===== config.mk =====
export PLATFORM = sky130hd
export DESIGN_NAME = bootstrap_strap_config
export DESIGN_NICKNAME = d
export VERILOG_FILES = /design/src/verilog/strap_pkg.sv /design/src/verilog/bootstrap_strap_config.sv
export SDC_FILE = /design/constraint.sdc
export NUM_CORES = 1
export LEC_CHECK = 0
export BUFFER_PORTS_ARGS = -buffer_cell sky130_fd_sc_hd__buf_2
export CAP_MARGIN = 40
export CORE_UTILIZATION = 50
export DETAILED_ROUTE_END_ITERATION = 10
export PLACE_DENSITY = 0.74
export SLEW_MARGIN = 40
export SYNTH_ARGS = -nofsm -noshare
export SYNTH_HDL_FRONTEND = slang
export SYNTH_SLANG_ARGS = --single-unit

===== constraint.sdc =====
create_clock -name clk -period 1.45 [get_ports clk]
set_input_delay 0.2175 -clock clk [delete_from_list [all_inputs] [get_ports clk]]
set_output_delay 0.2175 -clock clk [all_outputs]
set_load 0.05 [all_outputs]

===== src/verilog/strap_pkg.sv =====
// How it works
// RULE1 - Debug enable clocks debug unit and bus
// RULE2 - Debug enable low disables both debug links
// RULE3 - Halt request with debug halts cores
// RULE4 - Without debug, halt drives watchdog enable
// RULE5 - Without debug, halt holds first core; code sets firstCoreRun equal to halt, so halt high lets the first core run
// RULE6 - Memory select picks SDR or DDR2
// RULE7 - Frequency and select set clock ratio
// RULE8 - Width strap sets memory and checkbits
// RULE9 - Clock source strap picks memory clock
// RULE10 - Pins 3:0 and 7:4 give address nibbles
// RULE11 - Pins 8 and 9 route link traffic
// RULE12 - Pin 10 sets boot memory width
// RULE13 - Pin 11 boot presence and router gating
// RULE14 - Board grounds boot data without boot memory
// RULE15 - Pins 13:12 give router ID bits
// RULE16 - Pin 14 sets boot ECC reset value
// RULE17 - Board holds pin 15 low for USB link
// RULE18 - Straps sampled in reset, then frozen
package strap_pkg;

  // ==========================================================
  // Strap field layout on the general purpose pins
  localparam int GPIO_WIDTH = 16;
  localparam int NIB0_LSB = 0;
  localparam int NIB1_LSB = 4;
  localparam int ROUTE0_BIT = 8;
  localparam int ROUTE1_BIT = 9;
  localparam int BOOT_WIDTH_BIT = 10;
  localparam int BOOT_PRESENT_BIT = 11;
  localparam int ROUTER_ID_LSB = 12;
  localparam int BOOT_ECC_BIT = 14;
  localparam int USB_TEST_BIT = 15;

  // ==========================================================
  // Reset values of the strap pins and their synchronisers
  localparam logic [15:0] GPIO_RESET = 16'h0000;
  localparam logic PIN_RESET = 1'b0;

  // ==========================================================
  // Capture window timing, in clock edges after reset release
  localparam logic [2:0] FLUSH_START = 3'h0;
  localparam logic [2:0] FLUSH_CYCLES = 3'h5;

  typedef enum logic [1:0] {
    MEM_DDR2 = 2'h1,
    MEM_SDR = 2'h2
  } mem_ctrl_t;

  typedef struct packed {
    logic debugClockEn;
    logic [1:0] linkEnable;
    logic haltToDebug;
    logic watchdogEnable;
    logic firstCoreRun;
    mem_ctrl_t memCtrl;
    logic [1:0] memRatio;
    logic memWide;
    logic memExtClock;
    logic [3:0] linkNibble0;
    logic [3:0] linkNibble1;
    logic [1:0] linkDebugBus;
    logic bootWide;
    logic bootPresent;
    logic routerClockEn;
    logic [1:0] routerIdLow;
    logic bootEccEnable;
    logic usbTestMode;
  } strap_cfg_t;

  localparam strap_cfg_t CFG_RESET = '{memCtrl: MEM_DDR2, default: '0};

endpackage : strap_pkg

===== src/verilog/bootstrap_strap_config.sv =====
`timescale 1ns/1ns
`default_nettype none
module bootstrap_strap_config
  import strap_pkg::*;
(
  input wire logic clk, // System clock, 25 MHz
  input wire logic nrst, // Asynchronous active-low system reset
  input wire logic debugEnableStrap, // Debug enable strap pin
  input wire logic haltRequest, // Halt request pin
  input wire logic memSelectStrap, // High SDR, low DDR2
  input wire logic memFreqStrap, // Memory frequency strap
  input wire logic memWidthStrap, // Memory width strap
  input wire logic memory_clock_source_strap, // High selects external memory clock
  input wire logic [15:0] gpioStrap, // General purpose strap pins
  output var strap_cfg_t cfg, // Captured configuration
  output logic coreDebugHalt, // All cores to debug mode
  output logic watchdogTimerEn // Live watchdog timer enable
);

  // ==========================================================
  // Pin synchronisers, three stages per pin
  localparam int NPIN = 22;
  logic [NPIN-1:0] pinRaw;
  logic [NPIN-1:0] sync1;
  logic [NPIN-1:0] sync2;
  logic [NPIN-1:0] sync3;
  logic [NPIN-1:0] stable;
  logic [NPIN-1:0] next_sync1;
  logic [NPIN-1:0] next_sync2;
  logic [NPIN-1:0] next_sync3;
  logic [NPIN-1:0] next_stable;

  // Pins gathered in one vector so a single loop synchronises them
  assign pinRaw[15:0] = gpioStrap;
  assign pinRaw[16] = debugEnableStrap;
  assign pinRaw[17] = memSelectStrap;
  assign pinRaw[18] = memFreqStrap;
  assign pinRaw[19] = memWidthStrap;
  assign pinRaw[20] = memory_clock_source_strap;
  assign pinRaw[21] = haltRequest;

  // A level counts only once the last two stages agree, so a pin
  // caught mid-transition never reaches the decode
  genvar gi;
  generate
    for (gi = 0; gi < NPIN; gi++)
    begin : gSync
      always_comb
      begin
        next_sync1[gi] = pinRaw[gi];
        next_sync2[gi] = sync1[gi];
        next_sync3[gi] = sync2[gi];
        if (sync2[gi] == sync3[gi])
        begin
          next_stable[gi] = sync3[gi];
        end
        else
        begin
          next_stable[gi] = stable[gi];
        end
      end

      always_ff @(posedge clk or negedge nrst)
      begin
        if (!nrst)
        begin
          sync1[gi] <= PIN_RESET;
          sync2[gi] <= PIN_RESET;
          sync3[gi] <= PIN_RESET;
          stable[gi] <= PIN_RESET;
        end
        else
        begin
          sync1[gi] <= next_sync1[gi];
          sync2[gi] <= next_sync2[gi];
          sync3[gi] <= next_sync3[gi];
          stable[gi] <= next_stable[gi];
        end
      end
    end
  endgenerate

  // ==========================================================
  // Named views of the settled pins
  logic [15:0] gp;
  logic dbgEn;
  logic memSel;
  logic memFreq;
  logic memWid;
  logic memClk;
  logic halt;

  assign gp = stable[15:0];
  assign dbgEn = stable[16];
  assign memSel = stable[17];
  assign memFreq = stable[18];
  assign memWid = stable[19];
  assign memClk = stable[20];
  assign halt = stable[21];

  // ==========================================================
  // Capture window: open from reset until the synchronisers have
  // flushed the settled strap levels through
  typedef enum logic [2:0] {
    CAP_HOLD = 3'b001,
    CAP_FLUSH = 3'b010,
    CAP_DONE = 3'b100
  } cap_state_t;

  cap_state_t capState;
  cap_state_t next_capState;
  // Edges seen since release, saturating at the flush count
  logic [2:0] flushAge;
  logic [2:0] next_flushAge;
  logic capturing;

  always_comb
  begin
    next_capState = capState;
    next_flushAge = flushAge;
    case (capState)
      CAP_HOLD:
      begin
        // First edge with reset released
        next_capState = CAP_FLUSH;
        next_flushAge = 3'(flushAge + 3'h1);
      end
      CAP_FLUSH:
      begin
        if (flushAge == FLUSH_CYCLES)
        begin
          next_capState = CAP_DONE;
        end
        else
        begin
          next_flushAge = 3'(flushAge + 3'h1);
        end
      end
      CAP_DONE:
      begin
        next_capState = CAP_DONE;
      end
      default:
      begin
        next_capState = CAP_HOLD;
        next_flushAge = FLUSH_START;
      end
    endcase
  end

  always_ff @(posedge clk or negedge nrst)
  begin
    if (!nrst)
    begin
      capState <= CAP_HOLD;
      flushAge <= FLUSH_START;
    end
    else
    begin
      capState <= next_capState;
      flushAge <= next_flushAge;
    end
  end

  // Straps are taken only while the window is open
  always_comb
  begin
    case (capState)
      CAP_HOLD:
      begin
        capturing = 1'b1;
      end
      CAP_FLUSH:
      begin
        capturing = 1'b1;
      end
      CAP_DONE:
      begin
        capturing = 1'b0;
      end
      default:
      begin
        capturing = 1'b1;
      end
    endcase
  end

  // ==========================================================
  // Strap decode from the settled pin levels; every field is
  // given a value on every pass
  strap_cfg_t decoded;

  always_comb
  begin
    decoded = CFG_RESET;

    // Debug enable gates the debug unit, the cores on its bus
    // and both debug links
    decoded.debugClockEn = dbgEn; // [RULE1]
    decoded.linkEnable = {2{dbgEn}}; // [RULE2]
    decoded.haltToDebug = dbgEn; // [RULE3]
    if (dbgEn)
    begin
      decoded.watchdogEnable = 1'b0; // [RULE4]
      decoded.firstCoreRun = 1'b1; // [RULE5]
    end
    else
    begin
      decoded.watchdogEnable = halt; // [RULE4]
      decoded.firstCoreRun = halt; // [RULE5]
    end

    // Main memory controller, clock ratio, width and source
    case (memSel)
      1'b1:
      begin
        decoded.memCtrl = MEM_SDR; // [RULE6]
      end
      default:
      begin
        decoded.memCtrl = MEM_DDR2; // [RULE6]
      end
    endcase
    decoded.memRatio = {memSel, memFreq}; // [RULE7]
    decoded.memWide = memWid; // [RULE8]
    decoded.memExtClock = memClk; // [RULE9]

    // Debug link addressing and bus routing
    decoded.linkNibble0 = gp[NIB0_LSB +: 4]; // [RULE10]
    decoded.linkNibble1 = gp[NIB1_LSB +: 4]; // [RULE10]
    decoded.linkDebugBus = {gp[ROUTE1_BIT], gp[ROUTE0_BIT]}; // [RULE11]

    // Boot memory, router and test mode straps; the router clock
    // gate follows boot memory presence
    decoded.bootWide = gp[BOOT_WIDTH_BIT]; // [RULE12]
    decoded.bootPresent = gp[BOOT_PRESENT_BIT]; // [RULE13]
    decoded.routerClockEn = gp[BOOT_PRESENT_BIT]; // [RULE13]
    decoded.routerIdLow = gp[ROUTER_ID_LSB +: 2]; // [RULE15]
    decoded.bootEccEnable = gp[BOOT_ECC_BIT]; // [RULE16]
    decoded.usbTestMode = gp[USB_TEST_BIT];
  end

  // ==========================================================
  // Captured configuration, frozen once the window closes
  // until the next reset
  strap_cfg_t next_cfg;

  always_comb
  begin
    if (capturing) // [RULE18]
    begin
      next_cfg = decoded;
    end
    else
    begin
      next_cfg = cfg;
    end
  end

  always_ff @(posedge clk or negedge nrst)
  begin
    if (!nrst)
    begin
      cfg <= CFG_RESET;
    end
    else
    begin
      cfg <= next_cfg;
    end
  end

  // ==========================================================
  // Live halt steering, using the captured debug enable so that
  // a strap moving after reset cannot redirect the halt request
  logic next_coreDebugHalt;
  logic next_watchdogTimerEn;

  always_comb
  begin
    if (next_cfg.debugClockEn)
    begin
      next_coreDebugHalt = halt; // [RULE3]
      next_watchdogTimerEn = 1'b0; // [RULE4]
    end
    else
    begin
      next_coreDebugHalt = 1'b0; // [RULE3]
      next_watchdogTimerEn = halt; // [RULE4]
    end
  end

  always_ff @(posedge clk or negedge nrst)
  begin
    if (!nrst)
    begin
      coreDebugHalt <= 1'b0;
      watchdogTimerEn <= 1'b0;
    end
    else
    begin
      coreDebugHalt <= next_coreDebugHalt;
      watchdogTimerEn <= next_watchdogTimerEn;
    end
  end

endmodule : bootstrap_strap_config
`default_nettype wire


# --- Word level (Yosys, flattened, before mapping) ---
# Cells that the tools add are included.
# W data, S select, Z words.
word_totals:
  wordCells: 149
  regBits: 123
  in_bits: 24
  out_inout_bits: 31
op_classes:
  add_sub_neg: 1
  eq_ne: 28
  muxes: 9
  bitwise: 1
  n_reduce_logical: 1
op_table:
  columns: ["op", "count"]
  rows:
  - ["$mux W29", 1]
  - ["$eq A1 B1 Y1", 22]
  - ["$pmux W3 S3", 2]
  - ["$eq A3 B3 Y1 const B", 2]
  - ["$mux W3", 2]
  - ["$mux W2", 2]
  - ["$ne A2 B2 Y1 const B", 2]
  - ["$add A3 B1 Y3 const B", 1]
  - ["$eq A3 B1 Y1 const B", 1]
  - ["$eq A3 B2 Y1 const B", 1]
  - ["$mux W1", 2]
  - ["$reduce_and A2 Y1", 1]
  - ["$not A1 Y1", 1]

# --- Depth between registers and ports, before layout ---
logic_depth:
  ltp_word: 3
  mapped_depth: 5
  ltp_nobuf: 5

# --- Worst setup path after synthesis ---
# Ideal clock, no wire load.
synth_timing:
  path_kind: "flip-flop to flip-flop"
  startpoint: "register capState[1]"
  endpoint: "register cfg[22] (netlist name)"
  path_slack_ns: 0.079
  arrival_time_ns: 1.243
  n_path_buf: 2
  setup_ns: 0.128
  stages_incl_launch_ff: 5
  required_ns: 1.322
  period_less_slack_ns: 1.371
  path_cell_list: "dfrtp_1 -> nor3b_2 -> buf_6 -> buf_6 -> mux2_1"
synth_via:
  elab_chain_cells: 1
synth_lines:
  columns: ["item", "line_no", "text"]
  rows:
  - ["from (decl)", "bootstrap_strap_config.sv:110", "cap_state_t capState;"]
  - ["from (signal assigned)", "bootstrap_strap_config.sv:160", "capState <= next_capState;"]
  - ["$eq A3 B3 Y1", "bootstrap_strap_config.sv:168", "case (capState)"]
  - ["to (signal assigned)", "bootstrap_strap_config.sv:268", "cfg <= next_cfg;"]
  - ["to (decl)", "bootstrap_strap_config.sv:15", "output var strap_cfg_t cfg,"]
# No other way between the ends.
# A chain may end at the register's enable or synchronous reset.

# --- Worst setup path in the final report ---
layout_timing:
  startpoint: "register cfg[21] (netlist name)"
  endpoint: "output cfg[21] (netlist name)"
# No word-level cell between the ends.

==> metrics.md <==
| Metric | Value |
|---|---|
| Buffer and inverter count on the worst path | `1` |
| Clock root cell | `clkbuf_8` |
| Antenna-violating nets left | `0` |
| Vias in the first global route | `1,928` |
| Total number of vias | `1,972` |
| PD cells | `1720 mW/mm^2` |
| VDD IR max | `1.14 mV` |
| 1st-iter DRT viols | `133` |
| Initial core utilization | `0.521` |
| Yosys cell types | `29` |
| Core area | `0.00733 mm^2` |
| Clock Pin Slew Worst Setup and Hold Paths | `0.05 ns` |
| DRC errors left | `0` |
| Clk_skew | `0.00566 ns` |
| TritonCTS Buffers | `17` |
| Tcrit/Tclk final | `0.969` |
| Die Y | `89.4 um` |
| Syn_nets | `239` |
| Final WL | `5780 um` |
| Flop and latch count out of synthesis | `121` |
| Critical path's slowest cell | `dfstp_2` |
| Via density | `4.64` |
| Max incr delay on CP | `0.54 ns` |
| Ys Warns | `0` |
| Run status | `finished clean` |
| Clock tree sinks | `121` |
| GP Congestion | `0.656` |
| Initial antenna violation count | `0` |
| Dpl ws | `0.000488 ns` |
| Synthesized area per cell | `17.9 um^2` |
| Final Power | `8910 uW` |
| Crit path DAT | `1.19 ns` |
| Max-slew violations | `0` |
| Delay-heaviest family, CP | `flip-flops` |
| Drt wl/cell | `13.6 um` |
| Final Critical Period | `1.41 ns` |
| Final #Nets | `339` |
| Mapped cell area | `0.00382 mm^2` |
| Worst setup SP type | `register` |
| Synth Instances | `213` |
| Clk_lat worst skew | `0.50 ns` |
| Cell breakdown of the critical path | `buf_8` |
| Final Hold Vio Count | `0` |
| PnR worst setup slack | `0.0448 ns` |
| RSZ-0062 raised after global routing | `true` |
| Critical setup path kind | `reg -> out` |
| CTS tree | `built` |
| Met3 Use GR | `0.0822` |
| Hold Path Class | `in -> async` |
| Die width | `89.4 um` |
| Rows | `31` |
| Pleak | `0.00235 uW` |
| P&R area growth vs syn | `36.0%` |
| Largest net degree at the start of global routing | `40` |
| Total GRT Usage | `0.168` |
| CP Max Fanout | `2` |
| Most frequent cells in the layout | `dfrtp_1, buf_2, dlygate4sd3_1, maj3_1, mux2_1` |
| I/O pins | `55` |
| CTS Buffer Depth | `2` |
| Met2 usage | `0.235` |
| Max-capacitance violation count | `0` |
| Commonest non-fill, non-tap cell in the layout | `dfrtp_1` |
| Final setup fails | `0` |
| Die ar. | `0.00799 mm^2` |
| Worst slew margin | `0.794` |
| IO Port Bufs | `54` |
| FILL cells | `450` |
| Busiest grt layer | `met2` |
| Fmax | `712 MHz` |
| H-tree lvl count | `4` |
| Worst-Margin Slew | `0.305 ns` |
| Worst EP required | `1.23 ns` |
| Worst setup EP type | `output pin` |
| Met1 GRT Util | `0.223` |
| First-pass GRT wire length | `9320 um` |
| Sequential element share of the synthesized area | `0.794` |
| Detailed Place HPWL | `3330 um` |
| GRT Residual Overflow | `0` |
| Drt pass-1 iters | `4` |
| Layout cell share with drive strength beyond 1 | `0.319` |
| Diode count | `0` |
report_power, final:
group	leakage, uW	switching (uW)	internal (uW)
clock	0.000308	1410	3110
sequential	0.00141	111	3610
combinational	0.000633	448	216
total	0.00235	1970	6930
final timing paths:
kind / from / endpoint / slack [ns] / cells past startpoint
max: cfg[21] / cfg[21] / 0.04 / 1
min: nrst / next_sync2[13] / 0.14 / 2
max reg2reg: flushAge[0] / flushAge[2] / 0.05 / 5
min reg2reg: next_sync2[18] / next_sync3[18] / 0.35 / 0
max in group asynchronous: nrst / capState[0] / 0.72 / 3
min in group clk: next_sync2[18] / next_sync3[18] / 0.35 / 0
synth_stat cells:
cell	count	area share
and2_1	1	0.0016
o31ai_1	1	0.0020
dfstp_2	2	0.014
nand4b_1	1	0.0023
mux2_1	22	0.065
buf_4	4	0.0079
nand2_1	4	0.0039
a21oi_1	2	0.0026
dfrtp_1	119	0.78
ha_1	2	0.0066
nor2_1	5	0.0049
xnor2_1	2	0.0046
buf_2	1	0.0013
xor2_1	1	0.0023
inv_1	2	0.0020
clkbuf_1	1	0.00098
nor3_1	2	0.0026
o21ai_1	3	0.0039
nor2b_1	1	0.0016
maj3_1	22	0.058
nand2b_1	5	0.0082
a211oi_1	1	0.0020
nor4b_1	1	0.0023
a211o_1	2	0.0046
buf_6	2	0.0059
a31oi_1	1	0.0016
nor3b_2	1	0.0033
mux2i_1	1	0.0026
and3_1	1	0.0016
cell families (layout without fill, tap and decap cells):
kind of cell | Yosys count | in the layout | synth area share
flops | 121 | 121 | 0.794
compound gates | 10 | 10 | 0.0167
fa+ha+maj | 24 | 24 | 0.0643
simple gates | 22 | 22 | 0.0325
mux | 23 | 23 | 0.0675
buf+inv | 10 | 123 | 0.0180
xor+xnor | 3 | 3 | 0.00689
repair_timing:
item	in CTS	in global routing
gates resized for setup	3	6
setup endpoints to repair	2	2
hold buffers	23	0
hold endpoints to repair	141	0
setup buffers	0	2
pin swaps	0	2
state kept, by name, summed over array words and instances, names as in the netlist, 3 cells and up:
register	flops
cfg	25
capState	3
next_sync2	22
decoded	16
next_sync3	22
sync3	22
flushAge	3
per-layer routing:
layer,vias to the layer above,wire [um],share of wire
met5,-,0,0
met4,0,53,0.0092
met3,7,326,0.056
met2,58,2720,0.47
met1,982,2680,0.46
li1,925,-,-
metrics by stage:
step / util / hold WS, ns / cells / area (um^2) / setup TNS, ns
2_1_floorplan: - / -0.0781 / 213 / 3820 / 0
3_3_place_gp: 0.581 / 0.123 / 368 / 4260 / 0
3_5_place_dp: 0.581 / 0.126 / 368 / 4260 / 0
4_1_cts: 0.703 / 0.129 / 423 / 5150 / 0
5_1_grt: 0.708 / 0.137 / 425 / 5190 / -0.00680
6_report: 0.708 / 0.137 / 425 / 5190 / 0
area by class of cell:
type | count | area [um^2] | share of cell area
flip-flops and latches | 121 | 3030 | 0.584
inverters | 2 | 7.51 | 0.00145
well taps | 99 | 124 | 0.0239
repair buffers | 89 | 628 | 0.121
clock buffers | 22 | 463 | 0.0892
clock inverters | 10 | 190 | 0.0366
multi-input cells | 82 | 747 | 0.144
(Power assumes the default switching activity.)
